### src/core/gnsf_pkg.sv
package gnsf_pkg;

   // ****************************************
   // Word layout
   // ****************************************
   localparam int WORD_BITS = 30;
   localparam int DATA_BITS = 24;
   localparam int PAR_BITS = 6;
   localparam logic [3:0] WORD_LAST = 4'h9;
   localparam logic [4:0] BIT_LAST = 5'h1d;
   localparam logic [2:0] SF_ID_FIRST = 3'h1;
   localparam logic [2:0] SF_ID_LAST = 3'h5;
   localparam logic [7:0] PREAMBLE = 8'h8b;
   localparam logic [15:0] TELEM_RESERVED = 16'h0000;
   localparam logic [16:0] WEEK_LAST = 17'h189bf;

   // ****************************************
   // Chip reference
   // ****************************************
   localparam int CLK_HZ = 20_000_000;
   localparam logic [31:0] CHIP_RATE_DEFAULT = 32'h009c18f0;
   localparam logic [3:0] CA_DIV_LAST = 4'h9;
   localparam int CA_CHIPS_PER_BIT = 20460;
   localparam int STROBE_LATENCY = 8;

   // ****************************************
   // Parity masks, D25 in lane 5 down to D30 in lane 0
   // ****************************************
   localparam logic [5:0][23:0] PAR_MASK = {
      24'hec7cd2, 24'h763e69, 24'hbb1f34, 24'h5d8f9a, 24'haec7cd, 24'h2dea27};
   localparam logic [5:0] PAR_USE_P30 = 6'h16;

   typedef enum logic [1:0] {MODE_RAW, MODE_ENC, MODE_FRAME} gnsf_mode_t;
   typedef enum logic {ST_IDLE, ST_RUN} gnsf_st_t;

   typedef struct packed {
      logic p_en;
      logic ca_en;
   } gnsf_chip_t;

   typedef struct packed {
      logic valid;
      logic [29:0] word;
   } gnsf_uword_t;

   // Six parity bits over d1..d24 (d1 in bit 23) and the previous D29, D30
   function automatic logic [5:0] gnsf_parity(input logic [23:0] d,
                                               input logic p29,
                                               input logic p30);
      logic [5:0] p;
      p = 6'h00;
      for (int i = 0; i < PAR_BITS; i++)
      begin
         p[i] = (^(d & PAR_MASK[i])) ^ (PAR_USE_P30[i] ? p30 : p29);
      end
      return p;
   endfunction

endpackage

### src/core/gnsf_chipgen.sv
`timescale 1ns/1ps
`default_nettype none

module gnsf_chipgen #(
   parameter int CLK_HZ = gnsf_pkg::CLK_HZ,
   parameter logic [31:0] RATE_DEFAULT = gnsf_pkg::CHIP_RATE_DEFAULT
) (
   input wire logic mclk_i,
   input wire logic nrst_i,
   input wire logic ext_sel_i,
   input wire logic ext_clk_i,
   input wire logic [31:0] rate_i,
   input wire logic rate_load_i,
   output logic [31:0] rate_o,
   output gnsf_pkg::gnsf_chip_t chip_o
);

   localparam logic [32:0] CLK_W = 33'(CLK_HZ);

   typedef struct packed {
      logic [31:0] rate;
      logic [31:0] acc;
      logic [2:0] sync;
      logic lvl;
      logic [3:0] div;
      logic p_en;
      logic ca_en;
   } gnsf_cg_state_t;

   gnsf_cg_state_t r;
   gnsf_cg_state_t n;
   logic tick;
   logic [32:0] sum;

   // ****************************************
   // Reference select, P chip and C/A divider
   // ****************************************
   always_comb
   begin
      n = r;
      tick = 1'b0;
      sum = {1'b0, r.acc} + {1'b0, r.rate};
      n.sync = {r.sync[1:0], ext_clk_i};
      if (rate_load_i)
      begin
         n.rate = rate_i;
      end
      if (ext_sel_i)
      begin
         if ((r.sync[1] == r.sync[2]) && (r.sync[2] != r.lvl))
         begin
            n.lvl = r.sync[2];
            tick = r.sync[2];
         end
      end
      else if (sum >= CLK_W)
      begin
         n.acc = 32'(sum - CLK_W);
         tick = 1'b1;
      end
      else
      begin
         n.acc = sum[31:0];
      end
      n.p_en = tick;
      n.ca_en = 1'b0;
      if (tick)
      begin
         if (r.div == gnsf_pkg::CA_DIV_LAST)
         begin
            n.div = 4'h0;
            n.ca_en = 1'b1;
         end
         else
         begin
            n.div = r.div + 4'h1;
         end
      end
   end

   always_ff @(posedge mclk_i)
   begin
      if (!nrst_i)
      begin
         r <= '0;
         r.rate <= RATE_DEFAULT;
      end
      else
      begin
         r <= n;
      end
   end

   assign rate_o = r.rate;
   assign chip_o = {r.p_en, r.ca_en};
endmodule // gnsf_chipgen

`default_nettype wire

### src/core/gnsf_framer.sv
// Behaviour
// - Every word is 24 data plus 6 parity.
// - Telemetry word: preamble, bits 9-24 zero.
// - Handover word starts with 17-bit time count.
// - Handover bits 23-24 force zero trailing parity.
// - Strobe each subframe start, from second onward.
// - Strobe delayed to match output pipeline.
// - Chip reference rate settable, default 10.23 Mcps.
// - Reference from internal generator or external clock.
// - P chips run at reference rate.
// - C/A chips at reference divided by ten.
// - Provide symbol sync, bit clock, serial data.
// - Passthrough mode sends user words unchanged.
// - Parity-insert mode recomputes last six bits.
`timescale 1ns/1ps
`default_nettype none

module gnsf_framer #(
   parameter int CA_PER_BIT = gnsf_pkg::CA_CHIPS_PER_BIT,
   parameter int STROBE_DELAY = gnsf_pkg::STROBE_LATENCY,
   parameter logic [31:0] RATE_DEFAULT = gnsf_pkg::CHIP_RATE_DEFAULT
) (
   input wire logic mclk_i,
   input wire logic nrst_i,
   input wire logic tx_en_i,
   input wire gnsf_pkg::gnsf_mode_t mode_i,
   input wire logic ext_ref_sel_i,
   input wire logic ext_chip_clk_i,
   input wire logic [31:0] chip_reference_rate_i,
   input wire logic rate_load_i,
   input wire gnsf_pkg::gnsf_uword_t user_i,
   output logic user_ready_o,
   output logic [31:0] chip_reference_rate_o,
   output logic p_chip_en_o,
   output logic ca_chip_en_o,
   output logic data_bit_o,
   output logic bit_clk_o,
   output logic symbol_sync_o,
   output logic subframe_strobe_o
);

   localparam int CNT_W = $clog2(CA_PER_BIT);
   localparam logic [CNT_W-1:0] CA_LAST = CNT_W'(CA_PER_BIT - 1);
   localparam logic [CNT_W-1:0] CA_HALF = CNT_W'(CA_PER_BIT / 2);

   typedef struct packed {
      gnsf_pkg::gnsf_st_t st;
      logic [CNT_W-1:0] ca_cnt;
      logic [4:0] bit_idx;
      logic [3:0] word_idx;
      logic [2:0] sf_id;
      logic first_sf;
      logic [16:0] time_of_week_count;
      logic [29:0] shreg;
      logic prev29;
      logic prev30;
      logic data_bit;
      logic bit_clk;
      logic sym_sync;
      logic [STROBE_DELAY-1:0] dly;
   } gnsf_state_t;

   gnsf_state_t r;
   gnsf_state_t n;
   gnsf_pkg::gnsf_chip_t chip;

   logic load;
   logic need_user;
   logic gen_word;
   logic solve_t;
   logic sf_start;
   logic sf_end;
   logic [29:0] src;
   logic [23:0] d;
   logic [5:0] p0;
   logic [5:0] par;
   logic [29:0] word;

   // ****************************************
   // Chip reference
   // ****************************************
   gnsf_chipgen #(
      .CLK_HZ(gnsf_pkg::CLK_HZ),
      .RATE_DEFAULT(RATE_DEFAULT)
   ) u_chipgen (
      .mclk_i(mclk_i),
      .nrst_i(nrst_i),
      .ext_sel_i(ext_ref_sel_i),
      .ext_clk_i(ext_chip_clk_i),
      .rate_i(chip_reference_rate_i),
      .rate_load_i(rate_load_i),
      .rate_o(chip_reference_rate_o),
      .chip_o(chip)
   );

   // ****************************************
   // Word builder
   // ****************************************
   always_comb
   begin
      gen_word = (mode_i == gnsf_pkg::MODE_FRAME) && (r.word_idx < 4'h2);
      solve_t = (mode_i == gnsf_pkg::MODE_FRAME)
                && ((r.word_idx == 4'h1) || (r.word_idx == gnsf_pkg::WORD_LAST));
      need_user = !gen_word;
      src = (need_user && user_i.valid) ? user_i.word : 30'h0;
      if (!gen_word)
      begin
         d = src[29:6];
      end
      else if (r.word_idx == 4'h0)
      begin
         d = {gnsf_pkg::PREAMBLE, gnsf_pkg::TELEM_RESERVED};
      end
      else
      begin
         d = {r.time_of_week_count, 2'b00, r.sf_id, 2'b00};
      end
      p0 = gnsf_pkg::gnsf_parity({d[23:2], 2'b00}, r.prev29, r.prev30);
      if (solve_t)
      begin
         d[0] = p0[1];
         d[1] = p0[0] ^ p0[1];
      end
      par = gnsf_pkg::gnsf_parity(d, r.prev29, r.prev30);
      if (mode_i == gnsf_pkg::MODE_RAW)
      begin
         word = src;
      end
      else
      begin
         word = {d ^ {24{r.prev30}}, par};
      end
   end

   // ****************************************
   // Bit and subframe sequencer
   // ****************************************
   always_comb
   begin
      n = r;
      load = 1'b0;
      sf_start = 1'b0;
      sf_end = 1'b0;
      n.sym_sync = 1'b0;
      n.dly = r.dly << 1;
      case (r.st)
         gnsf_pkg::ST_IDLE:
         begin
            n.data_bit = 1'b0;
            n.bit_clk = 1'b0;
            if (tx_en_i)
            begin
               n.st = gnsf_pkg::ST_RUN;
               n.ca_cnt = CA_LAST;
               n.bit_idx = 5'h0;
               n.word_idx = 4'h0;
               n.sf_id = gnsf_pkg::SF_ID_FIRST;
               n.first_sf = 1'b1;
               n.prev29 = 1'b0;
               n.prev30 = 1'b0;
            end
         end
         gnsf_pkg::ST_RUN:
         begin
            if (!tx_en_i)
            begin
               n.st = gnsf_pkg::ST_IDLE;
               n.data_bit = 1'b0;
               n.bit_clk = 1'b0;
               n.dly = '0;
            end
            else if (chip.ca_en)
            begin
               if (r.ca_cnt == CA_LAST)
               begin
                  n.ca_cnt = '0;
                  n.sym_sync = 1'b1;
                  if (r.bit_idx == 5'h0)
                  begin
                     load = 1'b1;
                     n.data_bit = word[29];
                     n.shreg = {word[28:0], 1'b0};
                     n.prev29 = word[1];
                     n.prev30 = word[0];
                     sf_start = (r.word_idx == 4'h0) && !r.first_sf;
                  end
                  else
                  begin
                     n.data_bit = r.shreg[29];
                     n.shreg = {r.shreg[28:0], 1'b0};
                  end
                  if (r.bit_idx == gnsf_pkg::BIT_LAST)
                  begin
                     n.bit_idx = 5'h0;
                     if (r.word_idx == gnsf_pkg::WORD_LAST)
                     begin
                        sf_end = 1'b1;
                        n.word_idx = 4'h0;
                        n.first_sf = 1'b0;
                        n.sf_id = (r.sf_id == gnsf_pkg::SF_ID_LAST)
                                  ? gnsf_pkg::SF_ID_FIRST : r.sf_id + 3'h1;
                        n.time_of_week_count =
                           (r.time_of_week_count == gnsf_pkg::WEEK_LAST)
                           ? 17'h0 : r.time_of_week_count + 17'h1;
                     end
                     else
                     begin
                        n.word_idx = r.word_idx + 4'h1;
                     end
                  end
                  else
                  begin
                     n.bit_idx = r.bit_idx + 5'h1;
                  end
               end
               else
               begin
                  n.ca_cnt = r.ca_cnt + 1'b1;
               end
               n.bit_clk = (n.ca_cnt < CA_HALF);
            end
         end
         default:
         begin
            n.st = gnsf_pkg::ST_IDLE;
         end
      endcase
      n.dly[0] = sf_start;
   end

   always_ff @(posedge mclk_i)
   begin
      if (!nrst_i)
      begin
         r <= '0;
      end
      else
      begin
         r <= n;
      end
   end

   // ****************************************
   // Outputs
   // ****************************************
   assign user_ready_o = load && need_user;
   assign p_chip_en_o = chip.p_en;
   assign ca_chip_en_o = chip.ca_en;
   assign data_bit_o = r.data_bit;
   assign bit_clk_o = r.bit_clk;
   assign symbol_sync_o = r.sym_sync;
   assign subframe_strobe_o = r.dly[STROBE_DELAY-1];
endmodule // gnsf_framer

`default_nettype wire

### config.mk
export PLATFORM = sky130hd
export DESIGN_NAME = gnsf_framer
export DESIGN_NICKNAME = d
export VERILOG_FILES = /design/src/core/gnsf_pkg.sv /design/src/core/gnsf_chipgen.sv /design/src/core/gnsf_framer.sv
export SDC_FILE = /design/constraint.sdc
export NUM_CORES = 1
export LEC_CHECK = 0
export BUFFER_PORTS_ARGS = -buffer_cell sky130_fd_sc_hd__buf_2
export CAP_MARGIN = 25
export CORE_ASPECT_RATIO = 2
export CORE_MARGIN = 2
export CORE_UTILIZATION = 61
export DETAILED_ROUTE_END_ITERATION = 8
export PLACE_DENSITY_LB_ADDON = 0.1
export REMOVE_ABC_BUFFERS = 1
export SYNTH_ARGS = -nofsm -noshare
export SYNTH_HDL_FRONTEND = slang
export SYNTH_SLANG_ARGS = --single-unit
### constraint.sdc
create_clock -name mclk_i -period 4.4 [get_ports mclk_i]
set_input_delay 0.22 -clock mclk_i [delete_from_list [all_inputs] [get_ports mclk_i]]
set_output_delay 0.22 -clock mclk_i [all_outputs]
set_load 0.02 [all_outputs]
==> flow_summary_export.csv, run 1 <==
group,metric,value,unit
run_status,outcome,"completed",
layout,fin_area,12700,sq um
power,total_power,0.00569,W
grt,grtUsageTotal,33.2,%
logic_synthesis,yosys_warnings,0,
sta,hold_viol,0,
setup_path,cp.arrival,4.56,ns
sta,skew,0.0127,ns
power,irDropWorstVdd,0.000260,V
sta,fmax,0.239,GHz
sta,slew_violations,0,
layout,syn_to_final_growth,12.0,%
setup_path,critPathLaunch,"u_chipgen.r[10]",
floorplan,core,18200,sq um
sta,period_minus_slack,4.18,ns
layout,fin_nets,1632,
clocking,root_buffer,"clkbuf_16",
sta,worst_slew_pin_slew,0.957,ns
setup_path,crit_fanout,10,
detailed_routing,final_antenna_net_count,0,
detailed_routing,vias,11100,
setup_path,r2r_end,"u_chipgen.r[27]",
detailed_routing,wire_per_inst,18.6,um
power,seq_power_share,29.6,%
logic_synthesis,syn_inst,1441,
grt,grt_pass1_wl,52.5,mm
layout,drive_above_1_share,15.7,%
clocking,cts_buffers,17,
power,power_density,448,nW/um^2
power,switching_share,39.8,%
power,intPower,0.00342,W
placed_design,gp_congestion,0.955,
logic_synthesis,syn_avg_cell_area,7.86,sq um
setup_path,r2r_cells,20,
logic_synthesis,syn_area,11300,sq um
min_path,hold_path_class,"in -> reg",
placed_design,dpl_cell_area,12000,sq um
grt,grt_pass1_vias,10900,
grt,globalRouteMet1Util,32.9,%
floorplan,dieWidth,100,um
grt,grt_use_met3,4.54,%
layout,mostFrequentLayoutCell,"dfxtp_1",
clocking,cts_tree,"yes",
logic_synthesis,synth_edf_count,0,
grt,antenna_found_initial,0,
floorplan,boundaryPins,110,
placed_design,portBuffers,109,
detailed_routing,drt_pass1_iterations,5,
floorplan,die_area,19700,sq um
detailed_routing,drt_iter0_drc,462,
layout,final_cell_mix,"161 x dfxtp_1, 148 x nor2_1, 114 x nand2_1",
clocking,clk_latency,0.44,ns
floorplan,die_h,197,um
layout,antenna_cells,0,
layout,num-fill-cells,1624,
clocking,cts_buffer_depth,2,
setup_path,path_cells,"ha_1 > inv_1 > fa_2 > nor2b_4 > o211ai_1 > a21oi_2 > xnor2_2 > inv_1 > ha_1 > nand3_1 > or3_1 > nor4_1 > and3_1 > nand4b_1 > o31ai_4 > nor3b_2 > buf_6 > buf_4 > or4_1 > nand3_1",
power,p_sw,0.00226,W
sta,fin_crit_sh,95.0,%
setup_path,crit_type,"reg -> reg",
detailed_routing,vias_per_cell,6.37,
logic_synthesis,synth_seq_cells,162,
logic_synthesis,synth_cell_type_count,79,
floorplan,initial_utilization,62.2,%
floorplan,rows,70,
setup_path,crit_path_end_kind,"flip-flop",
power,clockPowerShare,24.5,%
setup_path,reg2reg_slack,0.22,ns
placed_design,dp_hpwl,24.6,mm
setup_path,startpoint_type,"flip-flop",
detailed_routing,drc,0,
setup_path,crit_path_end,"u_chipgen.r[27]",
clocking,path_clk_slew,0.07,ns
setup_path,slowest_stage,"or4_1",
clocking,numClockSinks,162,
grt,grt.met2_usage,63.0,%
power,combPwrFrac,45.9,%
power,p_leak,5.22,nW
clocking,h-tree-depth,4,
sta,final-setup-viol-count,0,
grt,grt_overflow,0,
sta,slew_headroom,36.2,%
job,drv_cap,0,
setup_path,critical_path_required,4.78,ns
setup_path,max_stage_delay,0.46,ns
min_path,worstHoldStart,"chip_reference_rate_i[4]",
logic_synthesis,synth_flop_cell,"dfxtp_1",
logic_synthesis,yosysSeqAreaShare,28.6,%
grt,busiest_layer,"met2",
logic_synthesis,ys_async_sr_fraction,0,%
setup_path,rr_startpoint,"u_chipgen.r[10]",
detailed_routing,drt-total-wl,32.4,mm
grt,grt_max_degree,61,
[worst min-delay path by stage]
stage / end / slack (ns) / cells after the start
floorplan: u_chipgen.rate_o[11] / 0.28 / 1
global placement: subframe_strobe_o / 0.42 / 1
detailed placement: subframe_strobe_o / 0.41 / 1
CTS: u_chipgen.rate_o[4] / 0.00004 / 3
global route: u_chipgen.rate_o[4] / 0.02 / 3
finish: u_chipgen.rate_o[4] / 0.003 / 3
[final cells by class]
type	instances	area, sq um	share of cell area, %
multi-input combinational	1120	7420	58.4
sequential	162	3240	25.6
timing repair buffer	176	1070	8.41
clock buffer	18	439	3.46
tap	216	270	2.13
inverter	41	154	1.21
clock inverter	13	101	0.798
[registers in the layout, summed over array words and instances (netlist names)]
name and cells:
u_chipgen.rate_o 32, u_chipgen.r 38, subframe_strobe_o 1, u_chipgen.chip_o 2, u_chipgen.n 2, symbol_sync_o 1
r 84, bit_clk_o 1, data_bit_o 1
[through the flow]
stage | setup TNS (ns) | std cells | hold WS [ns] | worst slack (ns) | util, %
finish | 0 | 1746 | 0.00284 | 0.222 | 69.7
global route | -0.113 | 1746 | 0.0221 | -0.0433 | 69.7
CTS | 0 | 1742 | 0.0000364 | 0.0178 | 69.2
detailed placement | 0 | 1705 | 0.414 | 0.0284 | 65.9
global placement | 0 | 1705 | 0.418 | 0.130 | 65.9
floorplan | -5.16 | 1323 | 0.282 | -0.509 | -
[repair_timing]
action | 4_1_cts | 5_1_grt
setup endpoints to repair | 0 | 22
gates resized for setup | 0 | 14
hold buffers | 6 | 0
endpoints found under the hold margin | 6 | 0
buffers inserted | 0 | 3
[Yosys cell counts, types with 6 or more instances]
cell,number,area [sq um]
a22oi_1,12,90.1
a221oi_1,8,70.1
nand2b_1,10,62.6
nor4_1,12,75.1
buf_1,6,22.5
inv_1,40,150
and3_1,19,119
o311a_1,7,70.1
clkbuf_1,72,270
nand2_1,114,428
buf_4,33,248
nand4_1,21,131
or3_1,12,75.1
xnor2_1,68,596
o22ai_1,8,50.1
a211oi_1,22,165
a21o_1,27,203
or4_1,7,52.6
a31oi_1,22,138
o211ai_1,37,278
xor2_1,36,315
nor2_1,149,559
mux2i_1,46,460
nand3_1,65,325
nand3b_1,10,75.1
nor4b_1,6,52.6
nor2b_1,15,93.8
a21oi_1,112,561
dfxtp_1,162,3240
a31o_2,6,52.6
o21a_1,12,90.1
ha_1,42,526
nor3_1,20,100
and2_1,22,138
o21ai_0,64,320
a211o_1,14,123
[power by group through the flow]
stage | Combinational (W) | Clock (W) | Sequential [W]
after floorplan | 0.00170 | 0 | 0.00171
after global placement | 0.00247 | 0 | 0.00171
after detailed placement | 0.00251 | 0 | 0.00171
after CTS | 0.00253 | 0.00142 | 0.00168
after global routing | 0.00283 | 0.00147 | 0.00169
final | 0.00261 | 0.00140 | 0.00168
[per-layer routing]
metal	routed length, um	part of all wire, %	up-vias
met4	1960	6.0	0
met5	0	0	-
met1	11700	36	5247
met3	1320	4.1	132
met2	17500	54	373
li1	-	-	5378
[cells by family (layout without fill, tap and decap cells)]
family          Yosys count  after routing  synth area share (%)
compound gates          414            414                  24.6
xor+xnor                110            110                  9.12
fa+ha+maj                43             43                  4.82
buf+inv                 159            248                  6.55
flops                   162            162                  28.6
mux                      47             47                  4.16
simple gates            506            506                  22.2
[critical path: cells and delay by family, from the launching register on]
family | cells | cell delay (ns)
xor gates and xnor gates | 1 | 0.09
DFF | 1 | 0.34
AOI/OAI and AO/OA | 3 | 0.80
and+or+nand+nor | 9 | 1.81
adders and majority gates | 3 | 0.66
buffers and inverters | 4 | 0.41
No activity file was read; power rests on OpenSTA's default activity.
==> inputs of run 2 (changes only) <==
Settings changed: CORE_ASPECT_RATIO 2 to not set, SYNTH_HIERARCHICAL set to 1.
==> run 2 against run 1 <==
- critical path depth fell by 2
- final cell count rose by 6.6%
- area after synthesis rose by 6.3%
- synthesized cell count rose by 6.2%
- register-to-register slack got worse by 0.06 ns
- worst hold slack improved by 0.0017 ns
- sequential share of layout area fell by 1.1 points
- via count rose by 4.2%
- critical path type unchanged
- largest power group unchanged
==> flow_summary_export.csv, run 2 <==
group,metric,value,unit
sta,skew,0.0121,ns
detailed_routing,final_antenna_net_count,0,
sta,hold_viol,0,
layout,stdcell_count,1861,
layout,syn_to_final_growth,10.1,%
layout,antenna_cells,0,
setup_path,rr_startpoint,"u_chipgen/rate_o[0]",
power,power_density,479,nW/um^2
logic_synthesis,synth_flop_cell,"dfxtp_1",
floorplan,boundaryPins,110,
power,p_sw,0.00266,W
run_status,outcome,"completed",
floorplan,die_area,20900,sq um
grt,grtUsageTotal,31.0,%
clocking,numClockSinks,162,
detailed_routing,vias_per_cell,6.23,
floorplan,initial_utilization,62.1,%
layout,regMostFlops,"r",
setup_path,critPathLaunch,"u_chipgen/rate_o[0]",
sta,period_minus_slack,4.24,ns
detailed_routing,drc,0,
logic_synthesis,syn_inst,1531,
placed_design,dpl_cell_area,12500,sq um
placed_design,dp_hpwl,23.7,mm
setup_path,r2r_end,"u_chipgen/r[31]",
grt,antenna_found_initial,0,
grt,grt_pass1_wl,51.9,mm
placed_design,placed_cells,1816,
floorplan,core,19400,sq um
layout,mostFrequentLayoutCell,"dfxtp_1",
setup_path,startpoint_type,"flip-flop",
logic_synthesis,synth_seq_cells,162,
clocking,clk_latency,0.44,ns
job,drv_cap,0,
clocking,h-tree-depth,4,
grt,grt_max_degree,47,
layout,final_cell_mix,"162 x dfxtp_1, 157 x nand2_1, 156 x nor2_1",
clocking,path_clk_slew,0.07,ns
layout,fin_nets,1697,
logic_synthesis,yosysSeqAreaShare,26.9,%
setup_path,crit_fanout,10,
detailed_routing,drt-total-wl,32.7,mm
detailed_routing,wire_per_inst,17.6,um
logic_synthesis,yosys.area.top_type,"dfxtp_1",
sta,slew_headroom,36.3,%
power,total_power,0.00635,W
setup_path,crit_type,"reg -> reg",
power,p_leak,5.37,nW
clocking,cts_buffer_depth,2,
sta,final-setup-viol-count,0,
logic_synthesis,synth.top_cell.area_share,26.9,%
min_path,hold_path_class,"in -> reg",
grt,grt_pass1_vias,10300,
logic_synthesis,syn_area,12000,sq um
power,intPower,0.00369,W
setup_path,crit_path_end_kind,"flip-flop",
logic_synthesis,synth_cell_type_count,107,
detailed_routing,drt_pass1_iterations,6,
sta,slew_violations,0,
sta,setup_ws,0.164,ns
grt,grt_overflow,0,
logic_synthesis,syn_avg_cell_area,7.86,sq um
logic_synthesis,synthTopCellsByArea,"dfxtp_1 27%, a21oi_1 5.4%, nand2_1 4.9%",
placed_design,portBuffers,109,
floorplan,rows,51,
setup_path,cp.arrival,4.56,ns
setup_path,critical_path_required,4.73,ns
power,switching_share,41.8,%
clocking,cts_buffers,17,
sta,worst_slew_pin_slew,0.956,ns
layout,fin_area,13300,sq um
logic_synthesis,yosys-top-cells-count,"162 x dfxtp_1, 157 x nand2_1, 157 x nor2_1",
logic_synthesis,ys_async_sr_fraction,0,%
layout,drive_above_1_share,15.7,%
clocking,root_buffer,"clkbuf_16",
sta,fmax,0.236,GHz
power,combPwrFrac,50.4,%
power,clockPowerShare,22.9,%
setup_path,r2r_cells,18,
layout,largest_reg_flops,84,
sta,fin_crit_sh,96.3,%
setup_path,reg2reg_slack,0.16,ns
logic_synthesis,yosysMostFrequentCell,"dfxtp_1",
floorplan,dieWidth,144,um
detailed_routing,vias,11600,
power,irDropWorstVdd,0.000316,V
placed_design,gp_congestion,0.974,
logic_synthesis,yosys_warnings,6,
setup_path,crit_path_end,"u_chipgen/r[31]",
min_path,holdPathStages,3,
logic_synthesis,synth_edf_count,0,
placed_design,pre_cts_ws,-0.0494,ns
floorplan,die_h,144,um
clocking,cts_tree,"yes",
power,seq_power_share,26.7,%
detailed_routing,drt_iter0_drc,994,
## run 2: cell count changes in the layout (fill, tap and decap cells not counted), moves of 14 or more
cell	change
nand3_1	-22
nand2_1	+43
o21ai_0	+23
a21oi_1	+20
a211oi_1	+14
buf_4	-23
xnor2_1	-16
## run 2: cell families (layout without fill, tap and decap cells)
| logic type | Yosys count | in the layout | synth area share, % |
|---|---|---|---|
| XOR/XNOR | 100 | 100 | 8.18 |
| adder cells (fa/ha/maj) | 43 | 43 | 4.53 |
| multiplexers | 42 | 42 | 3.49 |
| flip-flops | 162 | 162 | 26.9 |
| buffers and inverters | 153 | 218 | 6.44 |
| AO/OA/AOI/OAI | 466 | 466 | 26.8 |
| AND/OR/NAND/NOR | 565 | 565 | 23.7 |
## run 2: power by group through the flow
stage	sequential (W)	combinational, W	clock (W)
CTS	0.00169	0.00305	0.00148
global route	0.00171	0.00348	0.00154
floorplan	0.00172	0.00227	0
detailed placement	0.00172	0.00301	0
finish	0.00169	0.00320	0.00145
global placement	0.00172	0.00299	0
## run 2: layout make-up
type	instances	area [sq um]
multi-input cells	1216	8090
fillers	1702	6140
flip-flops and latches	162	3240
repair buffers	154	913
clock buffers	17	425
well taps	265	332
clock inverters	15	140
inverters	32	120
## run 2: worst min-delay path by stage
stage | from | slack (ns) | to
3_5_place_dp | r[6] | 0.41 | subframe_strobe_o
3_3_place_gp | r[0] | 0.41 | r[1]
6_report | chip_reference_rate_i[4] | 0.005 | u_chipgen/rate_o[4]
2_1_floorplan | nrst_i | 0.28 | u_chipgen/rate_o[11]
4_1_cts | chip_reference_rate_i[4] | 0.0006 | u_chipgen/rate_o[4]
5_1_grt | chip_reference_rate_i[4] | 0.002 | u_chipgen/rate_o[4]
## run 2: timing repair
action                     CTS  global route
buffers inserted             0             6
pin swaps                    0             5
setup endpoints to repair    5            30
hold endpoints to repair     7             0
resized for setup            3             7
hold buffers                 7             0
## run 2: worst max-delay path: stages, from the launching register on
cell,delay [ns]
dfxtp_1,0.35
ha_1,0.19
inv_1,0.06
fa_1,0.39
nand2b_1,0.21
a211oi_4,0.37
o21ai_2,0.14
xnor2_2,0.21
ha_1,0.18
nand3_1,0.08
nor4_2,0.26
nand4_1,0.15
or3_4,0.38
nor4_4,0.21
a211oi_4,0.16
buf_12,0.17
a221o_1,0.33
xnor2_1,0.13
o21ba_1,0.17
## run 2: metrics by stage
step / setup TNS (ns) / hold slack [ns] / utilization (%)
after floorplan: 0 / 0.282 / -
after global placement: 0 / 0.409 / 64.5
after detailed placement: -0.0767 / 0.414 / 64.5
after CTS: 0 / 0.000589 / 67.8
after global routing: -0.00756 / 0.00198 / 68.4
final: 0 / 0.00451 / 68.4
## run 2: routing by layer
metal	global-route usage, %	vias up	wire (um)
met1	41.0	5446	14500
met3	5.46	59	2020
met2	51.7	431	15500
li1	-	5657	-
met4	9.50	0	700
met5	0	-	0
